`src/shared/output_crossbar_pkg.sv`:
```
`default_nettype none
package output_crossbar_pkg;

  // ----------------------------------------------------------------
  // Register offsets
  // ----------------------------------------------------------------
  localparam logic [7:0] ADDR_OUTPUT_ENABLE = 8'h09;
  localparam logic [7:0] ADDR_BANK1_CTRL = 8'h0C;
  localparam logic [7:0] ADDR_SOURCE_SELECT_LO = 8'h44;
  localparam logic [7:0] ADDR_SOURCE_SELECT_MID = 8'h45;
  localparam logic [7:0] ADDR_SOURCE_SELECT_HI = 8'h46;
  localparam logic [7:0] ADDR_BANK2_CTRL = 8'h47;

  // ----------------------------------------------------------------
  // Field positions
  // ----------------------------------------------------------------
  localparam int unsigned ENABLE_BIT_C = 5;
  localparam int unsigned ENABLE_BIT_A = 4;
  localparam int unsigned ENABLE_BIT_B = 2;
  localparam int unsigned BANK_SOURCE_BIT = 7;
  localparam int unsigned SEL_A_MSB = 3;
  localparam int unsigned SEL_A_LSB = 1;
  localparam logic [7:0] READ_UNMAPPED = 8'h00;

  // Crosspoint select codes
  typedef enum logic [2:0] {
    SRC_REFERENCE = 3'h0,
    SRC_BANK1_N = 3'h1,
    SRC_BANK1_HALF = 3'h2,
    SRC_BANK1_THIRD = 3'h3,
    SRC_BANK2_N = 3'h4,
    SRC_BANK2_HALF = 3'h5,
    SRC_BANK2_QUARTER = 3'h6,
    SRC_RESERVED = 3'h7
  } source_code_e;

  // ----------------------------------------------------------------
  // Reset values and fixed ratios
  // ----------------------------------------------------------------
  localparam logic RST_ENABLE = 1'b0;
  localparam source_code_e RST_SELECT = SRC_REFERENCE;
  localparam logic [6:0] RST_DIVISOR = 7'h08;
  localparam logic RST_BANK_SOURCE = 1'b0;
  localparam int unsigned BANK1_FIXED_RATIO = 3;
  localparam int unsigned BANK2_FIXED_RATIO = 4;
  // Serial slave address; value is arbitrary
  localparam logic [6:0] DEVICE_ADDRESS = 7'h2A;

endpackage : output_crossbar_pkg
`default_nettype wire

```
`src/shared/reg_access_if.sv`:
```
`default_nettype none
// Register access between the serial port and the register file
interface reg_access_if;
  logic wr_en;
  logic [7:0] addr;
  logic [7:0] wdata;
  logic [7:0] rdata;
  modport port (output wr_en, output addr, output wdata, input rdata);
  modport regs (input wr_en, input addr, input wdata, output rdata);
endinterface : reg_access_if
`default_nettype wire

```
`src/logic/divider_bank.sv`:
```
`default_nettype none
module divider_bank
  import output_crossbar_pkg::*;
#(
  parameter int unsigned FIXED_RATIO = 3
)
(
  input wire logic i_clock,
  input wire logic i_reset,
  input wire logic i_tick,
  input wire logic [6:0] i_divisor,
  output logic o_div_n,
  output logic o_div_half,
  output logic o_div_fixed
);

  logic [6:0] count_reg;
  logic [1:0] mod3_reg;
  logic wrap;
  logic [6:0] count_next;
  logic [1:0] mod3_next;
  logic [6:0] divisor_seen_reg;
  logic restart;

  // ----------------------------------------------------------------
  // Shared phase counter
  // ----------------------------------------------------------------
  // Taps derive from one counter, the /3 tap from a mod-3 count cleared on its wrap, so a wrap is a common rising edge if each ratio divides the divisor
  always_comb
  begin
    restart = (i_divisor != divisor_seen_reg);
    wrap = (count_reg >= 7'(i_divisor - 7'h01));
    count_next = wrap ? 7'h00 : 7'(count_reg + 7'h01);
    mod3_next = (wrap || mod3_reg == 2'h2) ? 2'h0 : 2'(mod3_reg + 2'h1);
  end

  always_ff @(posedge i_clock)
  begin
    if (i_reset)
    begin
      count_reg <= 7'(RST_DIVISOR - 7'h01);
      mod3_reg <= 2'h0;
      divisor_seen_reg <= RST_DIVISOR;
    end
    else
    begin
      divisor_seen_reg <= i_divisor;
      // New divisor restarts the phase, so the next tick is a common wrap
      if (restart)
        count_reg <= 7'(i_divisor - 7'h01);
      else if (i_tick)
      begin
        count_reg <= count_next;
        mod3_reg <= mod3_next;
      end
    end
  end

  // Taps are high from each wrap, so edges coincide for proper divisors
  always_ff @(posedge i_clock)
  begin
    if (i_reset)
    begin
      o_div_n <= 1'b0;
      o_div_half <= 1'b0;
      o_div_fixed <= 1'b0;
    end
    else if (restart)
    begin
      // Taps parked low so no stray edge precedes the restart wrap
      o_div_n <= 1'b0;
      o_div_half <= 1'b0;
      o_div_fixed <= 1'b0;
    end
    else if (i_tick)
    begin
      o_div_n <= (count_next < (i_divisor >> 1));
      o_div_half <= ~count_next[0];
      o_div_fixed <= (FIXED_RATIO == 4) ? ~count_next[1] : (mod3_next == 2'h0);
    end
  end

endmodule : divider_bank
`default_nettype wire

```
`src/logic/serial_config_port.sv`:
```
`default_nettype none
module serial_config_port
  import output_crossbar_pkg::*;
(
  input wire logic i_clock,
  input wire logic i_reset,
  input wire logic i_scl,
  input wire logic i_sda,
  output logic o_sda,
  output logic o_sda_oe,
  reg_access_if.port bus
);

  typedef enum logic [2:0] {
    ST_IDLE = 3'b000,
    ST_RX = 3'b001,
    ST_ACK = 3'b010,
    ST_TX = 3'b011,
    ST_TX_ACK = 3'b100
  } port_state_e;

  typedef enum logic [1:0] {
    PH_DEV = 2'b00,
    PH_REG = 2'b01,
    PH_DATA = 2'b10
  } byte_phase_e;

  port_state_e state_reg;
  byte_phase_e phase_reg;
  logic scl_meta, scl_sync, scl_prev, sda_meta, sda_sync, sda_prev;
  logic [3:0] bit_cnt_reg;
  logic [7:0] shift_reg;
  logic read_mode_reg;
  logic [7:0] pointer_reg;
  logic wr_en_reg;
  logic [7:0] wdata_reg;
  logic scl_rise, scl_fall, start_seen, stop_seen, byte_done;

  // ----------------------------------------------------------------
  // Pin synchronisers
  // ----------------------------------------------------------------
  always_ff @(posedge i_clock)
  begin
    if (i_reset)
    begin
      {scl_meta, scl_sync, scl_prev} <= 3'h7;
      {sda_meta, sda_sync, sda_prev} <= 3'h7;
    end
    else
    begin
      {scl_meta, scl_sync, scl_prev} <= {i_scl, scl_meta, scl_sync};
      {sda_meta, sda_sync, sda_prev} <= {i_sda, sda_meta, sda_sync};
    end
  end

  // Bus events from the synchronised levels
  assign scl_rise = scl_sync & ~scl_prev;
  assign scl_fall = ~scl_sync & scl_prev;
  assign start_seen = scl_sync & scl_prev & sda_prev & ~sda_sync;
  assign stop_seen = scl_sync & scl_prev & ~sda_prev & sda_sync;
  assign byte_done = (state_reg == ST_RX) && scl_fall && (bit_cnt_reg == 4'h8);

  // Open drain: only ever pulls low
  assign o_sda = 1'b0;
  assign o_sda_oe = (state_reg == ST_ACK) || (state_reg == ST_TX && !shift_reg[7]);

  // ----------------------------------------------------------------
  // Protocol state machine
  // ----------------------------------------------------------------
  always_ff @(posedge i_clock)
  begin
    if (i_reset)
    begin
      state_reg <= ST_IDLE;
      phase_reg <= PH_DEV;
      bit_cnt_reg <= 4'h0;
      shift_reg <= 8'hFF;
      read_mode_reg <= 1'b0;
    end
    else if (start_seen)
    begin
      state_reg <= ST_RX;
      phase_reg <= PH_DEV;
      bit_cnt_reg <= 4'h0;
    end
    else if (stop_seen)
      state_reg <= ST_IDLE;
    else
    begin
      unique case (state_reg)
        ST_IDLE: ;
        ST_RX:
        begin
          if (scl_rise)
          begin
            shift_reg <= {shift_reg[6:0], sda_sync};
            bit_cnt_reg <= 4'(bit_cnt_reg + 4'h1);
          end
          else if (byte_done)
          begin
            // Foreign addresses are left alone without acknowledge
            if (phase_reg == PH_DEV && shift_reg[7:1] != DEVICE_ADDRESS)
              state_reg <= ST_IDLE;
            else
              state_reg <= ST_ACK;
            if (phase_reg == PH_DEV)
              read_mode_reg <= shift_reg[0];
          end
        end
        ST_ACK:
        begin
          if (scl_fall)
          begin
            bit_cnt_reg <= 4'h0;
            phase_reg <= (phase_reg == PH_DEV) ? PH_REG : PH_DATA;
            if (read_mode_reg)
            begin
              state_reg <= ST_TX;
              shift_reg <= bus.rdata;
            end
            else
            begin
              state_reg <= ST_RX;
              shift_reg <= 8'hFF;
            end
          end
        end
        ST_TX:
        begin
          if (scl_fall)
          begin
            if (bit_cnt_reg == 4'h7)
            begin
              state_reg <= ST_TX_ACK;
              shift_reg <= 8'hFF;
            end
            else
            begin
              shift_reg <= {shift_reg[6:0], 1'b1};
              bit_cnt_reg <= 4'(bit_cnt_reg + 4'h1);
            end
          end
        end
        ST_TX_ACK:
        begin
          if (scl_rise && sda_sync)
            state_reg <= ST_IDLE;
          else if (scl_fall)
          begin
            state_reg <= ST_TX;
            shift_reg <= bus.rdata;
            bit_cnt_reg <= 4'h0;
          end
        end
        default: state_reg <= ST_IDLE;
      endcase
    end
  end

  // ----------------------------------------------------------------
  // Register pointer and write strobe
  // ----------------------------------------------------------------
  // Pointer advances after each written byte and each acknowledged read byte so bursts walk the map
  always_ff @(posedge i_clock)
  begin
    if (i_reset)
    begin
      pointer_reg <= 8'h00;
      wr_en_reg <= 1'b0;
      wdata_reg <= 8'h00;
    end
    else
    begin
      wr_en_reg <= byte_done && phase_reg == PH_DATA;
      if (byte_done && phase_reg == PH_DATA)
        wdata_reg <= shift_reg;
      if (byte_done && phase_reg == PH_REG)
        pointer_reg <= shift_reg;
      else if (wr_en_reg || (state_reg == ST_TX_ACK && scl_rise && !sda_sync))
        pointer_reg <= 8'(pointer_reg + 8'h01);
    end
  end

  assign bus.wr_en = wr_en_reg;
  assign bus.addr = pointer_reg;
  assign bus.wdata = wdata_reg;

endmodule : serial_config_port
`default_nettype wire

```
`src/logic/output_clock_source_crossbar.sv`:
```
// Overview of operation
// - Each output picks its own source independently
// - Codes: reference, bank taps /N, /2, /3, /4
// - Bank1 /2 aligns with /N when divisor%4==0
// - Bank1 /3 aligns with /N when divisor is 6
// - Bank2 /2 aligns with /N when divisor%4==0
// - Bank2 /4 aligns with /N when divisor%8==0
// - Select fields spread over three registers
// - Output runs only while its enable bit set
// - Each bank input picks oscillator or reference
`default_nettype none
module output_clock_source_crossbar
  import output_crossbar_pkg::*;
(
  input wire logic i_clock,
  input wire logic i_reset,
  input wire logic i_serial_clock,
  input wire logic i_serial_data,
  output logic o_serial_data,
  output logic o_serial_data_oe,
  input wire logic i_reference_pin,
  input wire logic i_oscillator_pin,
  output logic o_output_a,
  output logic o_output_b,
  output logic o_output_c
);

  reg_access_if regs_if ();

  logic enable_a_reg, enable_b_reg, enable_c_reg;
  source_code_e select_a_reg, select_b_reg, select_c_reg;
  logic bank1_source_reg, bank2_source_reg;
  logic [6:0] bank1_divisor_reg, bank2_divisor_reg;
  logic ref_meta, ref_sync, ref_prev, osc_meta, osc_sync, osc_prev;
  logic ref_tick, osc_tick, bank1_tick, bank2_tick;
  logic bank1_n, bank1_half, bank1_third, bank2_n, bank2_half, bank2_quarter;
  logic [5:0] taps;
  logic [7:0] read_data;

  // Crosspoint: one mux per output, all codes decoded explicitly
  function automatic logic pick_source(input source_code_e sel, input logic ref_level,
                                       input logic [5:0] bank_taps);
    logic picked;
    picked = 1'b0;
    unique case (sel)
      SRC_REFERENCE: picked = ref_level;
      SRC_BANK1_N: picked = bank_taps[0];
      SRC_BANK1_HALF: picked = bank_taps[1];
      SRC_BANK1_THIRD: picked = bank_taps[2];
      SRC_BANK2_N: picked = bank_taps[3];
      SRC_BANK2_HALF: picked = bank_taps[4];
      SRC_BANK2_QUARTER: picked = bank_taps[5];
      SRC_RESERVED: picked = 1'b0;
    endcase
    return picked;
  endfunction : pick_source

  // ----------------------------------------------------------------
  // Serial configuration port
  // ----------------------------------------------------------------
  serial_config_port u_port (
    .i_clock(i_clock),
    .i_reset(i_reset),
    .i_scl(i_serial_clock),
    .i_sda(i_serial_data),
    .o_sda(o_serial_data),
    .o_sda_oe(o_serial_data_oe),
    .bus(regs_if.port)
  );

  // ----------------------------------------------------------------
  // Register file
  // ----------------------------------------------------------------
  // Enable bits; other bits of the enable register are not stored
  always_ff @(posedge i_clock)
  begin
    if (i_reset)
    begin
      enable_a_reg <= RST_ENABLE;
      enable_b_reg <= RST_ENABLE;
      enable_c_reg <= RST_ENABLE;
    end
    else if (regs_if.wr_en && regs_if.addr == ADDR_OUTPUT_ENABLE)
    begin
      enable_a_reg <= regs_if.wdata[ENABLE_BIT_A];
      enable_b_reg <= regs_if.wdata[ENABLE_BIT_B];
      enable_c_reg <= regs_if.wdata[ENABLE_BIT_C];
    end
  end

  // Select fields; filler bits are ignored rather than trusted
  always_ff @(posedge i_clock)
  begin
    if (i_reset)
    begin
      select_a_reg <= RST_SELECT;
      select_b_reg <= RST_SELECT;
      select_c_reg <= RST_SELECT;
    end
    else if (regs_if.wr_en)
    begin
      unique case (regs_if.addr)
        ADDR_SOURCE_SELECT_LO:
          select_b_reg <= source_code_e'({regs_if.wdata[1:0], select_b_reg[0]});
        ADDR_SOURCE_SELECT_MID:
        begin
          select_b_reg <= source_code_e'({select_b_reg[2:1], regs_if.wdata[7]});
          select_a_reg <= source_code_e'(regs_if.wdata[SEL_A_MSB:SEL_A_LSB]);
          select_c_reg <= source_code_e'({regs_if.wdata[0], select_c_reg[1:0]});
        end
        ADDR_SOURCE_SELECT_HI:
          select_c_reg <= source_code_e'({select_c_reg[2], regs_if.wdata[7:6]});
        default: ;
      endcase
    end
  end

  // Bank source and divisor; reserved addresses are simply ignored
  always_ff @(posedge i_clock)
  begin
    if (i_reset)
    begin
      bank1_source_reg <= RST_BANK_SOURCE;
      bank2_source_reg <= RST_BANK_SOURCE;
      bank1_divisor_reg <= RST_DIVISOR;
      bank2_divisor_reg <= RST_DIVISOR;
    end
    else if (regs_if.wr_en && regs_if.addr == ADDR_BANK1_CTRL)
    begin
      bank1_source_reg <= regs_if.wdata[BANK_SOURCE_BIT];
      bank1_divisor_reg <= regs_if.wdata[6:0];
    end
    else if (regs_if.wr_en && regs_if.addr == ADDR_BANK2_CTRL)
    begin
      bank2_source_reg <= regs_if.wdata[BANK_SOURCE_BIT];
      bank2_divisor_reg <= regs_if.wdata[6:0];
    end
  end

  // Read-back; filler bits of the select registers read as ones
  always_comb
  begin
    unique case (regs_if.addr)
      ADDR_OUTPUT_ENABLE:
        read_data = {2'h0, enable_c_reg, enable_a_reg, 1'b0, enable_b_reg, 2'h0};
      ADDR_BANK1_CTRL: read_data = {bank1_source_reg, bank1_divisor_reg};
      ADDR_SOURCE_SELECT_LO: read_data = {6'h3F, select_b_reg[2:1]};
      ADDR_SOURCE_SELECT_MID:
        read_data = {select_b_reg[0], 3'h7, select_a_reg, select_c_reg[2]};
      ADDR_SOURCE_SELECT_HI: read_data = {select_c_reg[1:0], 6'h3F};
      ADDR_BANK2_CTRL: read_data = {bank2_source_reg, bank2_divisor_reg};
      default: read_data = READ_UNMAPPED;
    endcase
  end
  assign regs_if.rdata = read_data;

  // ----------------------------------------------------------------
  // Source clocks and divider banks
  // ----------------------------------------------------------------
  // Source pins are sampled, so only rates well below i_clock survive
  always_ff @(posedge i_clock)
  begin
    if (i_reset)
    begin
      {ref_meta, ref_sync, ref_prev} <= 3'h0;
      {osc_meta, osc_sync, osc_prev} <= 3'h0;
    end
    else
    begin
      {ref_meta, ref_sync, ref_prev} <= {i_reference_pin, ref_meta, ref_sync};
      {osc_meta, osc_sync, osc_prev} <= {i_oscillator_pin, osc_meta, osc_sync};
    end
  end

  assign ref_tick = ref_sync & ~ref_prev;
  assign osc_tick = osc_sync & ~osc_prev;
  // Bank input: oscillator when source bit is set, reference otherwise
  assign bank1_tick = bank1_source_reg ? osc_tick : ref_tick;
  assign bank2_tick = bank2_source_reg ? osc_tick : ref_tick;

  divider_bank #(.FIXED_RATIO(BANK1_FIXED_RATIO)) u_bank1 (
    .i_clock(i_clock),
    .i_reset(i_reset),
    .i_tick(bank1_tick),
    .i_divisor(bank1_divisor_reg),
    .o_div_n(bank1_n),
    .o_div_half(bank1_half),
    .o_div_fixed(bank1_third)
  );

  divider_bank #(.FIXED_RATIO(BANK2_FIXED_RATIO)) u_bank2 (
    .i_clock(i_clock),
    .i_reset(i_reset),
    .i_tick(bank2_tick),
    .i_divisor(bank2_divisor_reg),
    .o_div_n(bank2_n),
    .o_div_half(bank2_half),
    .o_div_fixed(bank2_quarter)
  );

  assign taps = {bank2_quarter, bank2_half, bank2_n, bank1_third, bank1_half, bank1_n};

  // ----------------------------------------------------------------
  // Output crosspoint
  // ----------------------------------------------------------------
  // Registered so the pins carry no mux glitches
  always_ff @(posedge i_clock)
  begin
    if (i_reset)
    begin
      o_output_a <= 1'b0;
      o_output_b <= 1'b0;
      o_output_c <= 1'b0;
    end
    else
    begin
      o_output_a <= enable_a_reg & pick_source(select_a_reg, ref_sync, taps);
      o_output_b <= enable_b_reg & pick_source(select_b_reg, ref_sync, taps);
      o_output_c <= enable_c_reg & pick_source(select_c_reg, ref_sync, taps);
    end
  end
endmodule : output_clock_source_crossbar
`default_nettype wire

```
`config.mk`:
```
export PLATFORM = sky130hd
export DESIGN_NAME = output_clock_source_crossbar
export DESIGN_NICKNAME = d
export VERILOG_FILES = /design/src/shared/output_crossbar_pkg.sv /design/src/shared/reg_access_if.sv /design/src/logic/divider_bank.sv /design/src/logic/serial_config_port.sv /design/src/logic/output_clock_source_crossbar.sv
export SDC_FILE = /design/constraint.sdc
export NUM_CORES = 1
export LEC_CHECK = 0
export BUFFER_PORTS_ARGS = -buffer_cell sky130_fd_sc_hd__buf_2
export CORE_ASPECT_RATIO = 0.7
export CORE_MARGIN = 4
export CORE_UTILIZATION = 39
export DETAILED_ROUTE_END_ITERATION = 8
export GPL_TIMING_DRIVEN = 0
export PLACE_DENSITY = 0.6
export SLEW_MARGIN = 5
export SYNTH_ARGS = -nofsm -noshare
export SYNTH_HDL_FRONTEND = slang
export SYNTH_HIERARCHICAL = 1
export SYNTH_SLANG_ARGS = --single-unit
```
`constraint.sdc`:
```
create_clock -name i_clock -period 7.1 [get_ports i_clock]
set_input_delay 1.42 -clock i_clock [delete_from_list [all_inputs] [get_ports i_clock]]
set_output_delay 1.42 -clock i_clock [all_outputs]
set_load 0.01 [all_outputs]
```
# [Word-level counts from Yosys, hierarchy flattened]
# Index checks and enable logic that the tools add are counted.
# Widths: inputs -> output; s select.
[totals] ff_bits=114 out_inout_bits=5
[classes] add_sub_neg=7 n_lt_le_gt_ge=4 eq_ne=56 n_mux=47 bitwise=30 n_reduce_logical=44
[ops] cell="$mux 8" count=9
[ops] cell="$pmux 8 s6" count=1
[ops] cell="$mux 7" count=6
[ops] cell="$eq 3x3->1 const B" count=13
[ops] cell="$eq 8x7->1 const B" count=4
[ops] cell="$pmux 8 s4" count=1
[ops] cell="$eq 3x2->1 const B" count=8
[ops] cell="$pmux 1 s8" count=3
[ops] cell="$mux 3" count=7
[ops] cell="$mux 4" count=5
[ops] cell="$not 1->1" count=18
[ops] cell="$eq 8x4->1 const B" count=2
[ops] cell="$pmux 4 s4" count=1
[ops] cell="$pmux 3 s5" count=1
[ops] cell="$reduce_and 3->1" count=5
[ops] cell="$add 7x1->7 const B" count=2
[ops] cell="$ge 7x7->1" count=2
[ops] cell="$lt 7x6->1" count=2
[ops] cell="$ne 7x7->1" count=2
[ops] cell="$reduce_and 7->1" count=2
[ops] cell="$sub 7x1->7 const B" count=2
[ops] cell="$and 1x1->1" count=12
[ops] cell="$eq 3x1->1 const B" count=4
[ops] cell="$logic_and 1x1->1" count=12
[ops] cell="29 further kinds" count=64

# [Logic depth before layout (Yosys ltp)]
[depth] word_depth=9 ltp_mapped=17 mapped_depth_nobuf=16

# [By module]
# The synthesis kept the hierarchy.
[modules_own_cells] mod="serial_config_port" n_inst=1 cells_each=232 area_each_um2=2138.3
[modules_own_cells] mod="output_clock_source_crossbar" n_inst=1 cells_each=192 area_each_um2=1908.1
[modules_own_cells] mod="divider_bank at u_bank1" n_inst=1 cells_each=154 area_each_um2=1275.0
[modules_own_cells] mod="divider_bank at u_bank2" n_inst=1 cells_each=132 area_each_um2=1171.1

# [Worst setup path before layout]
# OpenSTA, ideal clock, no wires.
[synth_timing] kind="register to register" start="register bank1_divisor_reg[0]" end="register u_bank1.o_div_n" t_arrival_ns=3.253 slack_ns=3.771 stages_incl_launch_ff=17 n_path_buf=1 period_less_slack_ns=3.329 path_cell_list="dfxtp_1 > inv_1 > ha_1 > nand3_1 > nor3_1 > xnor2_1 > ha_1 > a21oi_1 > o21ai_0 > a21oi_1 > clkbuf_1 > and2_1 > ha_1 > a21o_1 > a211o_1 > a211o_1 > a21boi_0"
[synth_via] elab_chain_len=4 elab_cells_between_ends=6 cone_classes="add/sub (1); order compare (2); eq/ne (1); mux (1); reduce/logical (1)"
[synth_rtl] element="from (decl)" line="output_clock_source_crossbar.sv:33" source="logic [6:0] bank1_divisor_reg, bank2_divisor_reg;"
[synth_rtl] element="from (signal assigned)" line="output_clock_source_crossbar.sv:131" source="bank1_divisor_reg <= regs_if.wdata[6:0];"
[synth_rtl] element="$sub 7x1->7" line="divider_bank.sv:32" source="wrap = (count_reg >= 7'(i_divisor - 7'h01));"
[synth_rtl] element="$ge 7x7->1" line="divider_bank.sv:32"
[synth_rtl] element="$mux 7" line="divider_bank.sv:33" source="count_next = wrap ? 7'h00 : 7'(count_reg + 7'h01);"
[synth_rtl] element="$lt 7x6->1" line="divider_bank.sv:77" source="o_div_n <= (count_next < (i_divisor >> 1));"
[synth_rtl] element="to (signal assigned)" line="divider_bank.sv:77"
[synth_rtl] element="to (decl)" line="divider_bank.sv:12" source="output logic o_div_n,"
# Parallel ways exist; a longest one is shown, timed or not.
# A chain may end at the register's enable or synchronous reset.

# [Worst setup path after layout]
# Same ends and word-level chain as after synthesis.

==> results.txt <==
Hold Vio Cnt, Final: 0
unrepaired setup endpoints after global routing: false
CP max FO: 10
Fin Setup TNS: 0 ns
global-route met2 utilization: 25.8%
worst slew pin tran: 1.07 ns
Clock Path Buffers: 2
syn nets: 747
post-route insts no fill: 974
DPL Wire Length: 12500 um
Synth top cells by count: dfxtp_1, mux2i_1, nor2_1
Placer Congestion: 0.922
area of the multi-input gates: 0.00389 sq mm
Clk pwr share: 53.0%
Register Area: 0.00228 sq mm
Comb power frac: 4.9%
fillers: 1570
worst IR drop on VDD: 0.0894 mV
period utilisation layout: 60.4%
largest net degree at the start of global routing: 20
Site Rows: 39
Avg WL per Cell: 17.0 um
slowest cell on the critical path: a21oi_1
R2R Setup Slk: 2.81 ns
Yosys reg bits: 114
core area: 0.0163 sq mm
Post-Syn Instances: 710
Seq pwr share: 42.1%
die width: 162 um
Mapped Area: 0.00649 sq mm
outcome: finished, final reports clean
post-CTS setup buffer count: 0
num ports: 11
Worst setup EP type: flop
Max Fclk: 233 MHz
clock slew at reported path FFs: 0.06 ns
initial antenna violation count: 0
Ys Warns: 6
layout cell share with drive strength beyond 1: 11.7%
fin. max-slew vios: 0
clock sinks: 114
drt total wl: 16600 um
switching power share of the total: 22.8%
GR Layer Usage met1: 27.6%
Sw Pwr: 354 uW
clock root buffer: clkbuf_16
Port Buffer Count: 9
cell chain of the critical path: inv_1 -> ha_1 -> nand3_1 -> nor3_1 -> xnor2_1 -> ha_1 -> a21oi_1 -> o21ai_0 -> a21oi_1 -> clkbuf_1 -> and2_1 -> ha_1 -> a21o_1 -> a211o_1 -> a211o_1 -> a21boi_0
gr ovfl total: 0
Post-CTS Resized: 0
GRT Total Usage: 18.4%
CTS Buf Count: 17
CP arrival: 4.63 ns
area share of the largest cell type after synthesis: 35.2%
GRT met3 Usage: 4.80%
# DRC: 0
Starting Density: 39.8%
critical path class: reg2reg
Top FF cell, synth: dfxtp_1
# hold bufs at CTS: 0
slew margin rel.: 28.2%
area leader, netlist: dfxtp_1
fraction of registers with async set/reset: 0%
Most common cell on crit path: ha_1
Pre-antenna DRT Iters: 5
GRT busiest layer: met1
number of max-cap violations: 0
Final ANT Viol Nets: 0
Synth-to-Final Area Change: 13.6%
hold crit path type: reg2reg
H-tree levels: 4
CP max stage delay: 0.56 ns
total die area: 0.0188 sq mm
CTS tree: done
final critical-path required period: 4.29 ns
crit path launch type: flop
# setup viols final: 0
placed cells: 944
clk_skew: 0.0114 ns
first-pass GRT wire length: 27300 um
Post-synth EDFFs: 0
sequential area share after synthesis: 35.2%
vias post-DR: 5330
die height: 116 um
top-count cell post-synth: dfxtp_1
Leakage: 0.00284 uW
ant diodes: 0
via-per-instance ratio: 5.47
1st-iter DRT viols: 444
Int Pwr: 1200 uW
Yosys cell types: 73
Mean Syn Cell Area: 9.14 sq um
Final nets: 775
Cell Pwr Density: 210 mW/mm^2
Worst EP required: 7.44 ns
vias in the first global route: 5114
Clock Latency Late Sink: 0.42 ns
synth top area cells: dfxtp_1, mux2i_1, ha_1
## power groups by stage
stage	combinational [uW]	sequential (uW)	clock (uW)
after global routing	84.0	654	867
after CTS	74.5	654	835
after detailed placement	74.1	667	0
final	75.5	654	822
after floorplan	55.0	665	0
after global placement	72.1	667	0
## cell type report
cell class | instances | share of cell area (%)
inverters | 26 | 1.32
flip-flops and latches | 114 | 30.9
well taps | 225 | 3.82
clock buffers | 20 | 6.05
plain buffers | 37 | 3.00
repair buffers | 9 | 0.610
multi-input cells | 533 | 52.7
clock inverters | 10 | 1.53
## worst paths after layout
path | start | to | cells past startpoint
hold / removal | u_port/scl_meta | u_port/scl_sync | 1
hold reg to reg | u_port/scl_meta | u_port/scl_sync | 1
setup / recovery | bank1_divisor_reg[0] | u_bank1/o_div_n | 16
setup reg to reg | bank1_divisor_reg[0] | u_bank1/o_div_n | 16
## cells in the final DEF, fill, tap and decap left out, types with 5 or more instances in the layout
master,n
dfxtp_1,114
mux2i_1,57
nor2_1,55
nand2b_1,45
nand2_1,38
a21oi_1,32
ha_1,31
inv_1,25
xnor2_1,24
nand3_1,21
nor2b_1,20
clkbuf_1,19
buf_2,18
clkbuf_16,17
xor2_1,17
nor3_1,15
o21ai_0,14
or2_2,11
and2_1,9
a211oi_1,9
nor3b_1,8
nand3b_1,8
a211oi_2,7
or3_1,6
a221oi_1,6
a2bb2oi_1,6
a22o_1,5
a311oi_1,5
a221o_1,5
and3_1,5
o211a_1,5
## layer usage
metal  share of wire (%)  routed length (um)  up-vias
li1                    -                   -     2604
met1                  53                8710     2555
met2                  40                6670      158
met3                 6.3                1050       13
met4                0.87                 144        0
met5                   0                   0        -
## cell families (layout without fill, tap and decap cells)
family                   after synthesis  in the layout  share of synthesized area (%)
other                                  1              1                         0.0578
AO/OA/AOI/OAI                        126            126                           14.8
AND/OR/NAND/NOR                      273            273                           23.6
flip-flops                           114            114                           35.2
multiplexers                          61             61                           10.0
buffers and inverters                 63            102                           4.91
XOR/XNOR                              41             41                           5.53
adder cells (fa/ha/maj)               31             31                           5.97
## critical path: cells and delay by family (launching register included)
family          cells  cell delay, ns
compound gates      7            1.68
xor+xnor            1            0.26
fa+ha+maj           3            0.80
buf+inv             2            0.57
flops               1            0.46
simple gates        3            0.42
## stage by stage
step,setup WS (ns),power (uW),hold WS (ns),util [%],instance area [sq um]
after global placement,2.98,739,0.392,41.8,6820
after CTS,2.90,1560,0.421,45.3,7380
after floorplan,3.77,720,0.389,-,6490
final,2.81,1550,0.413,45.3,7380
after global routing,2.55,1600,0.428,45.3,7380
after detailed placement,2.94,741,0.405,41.8,6820
Power figures use the tool's default switching activity.
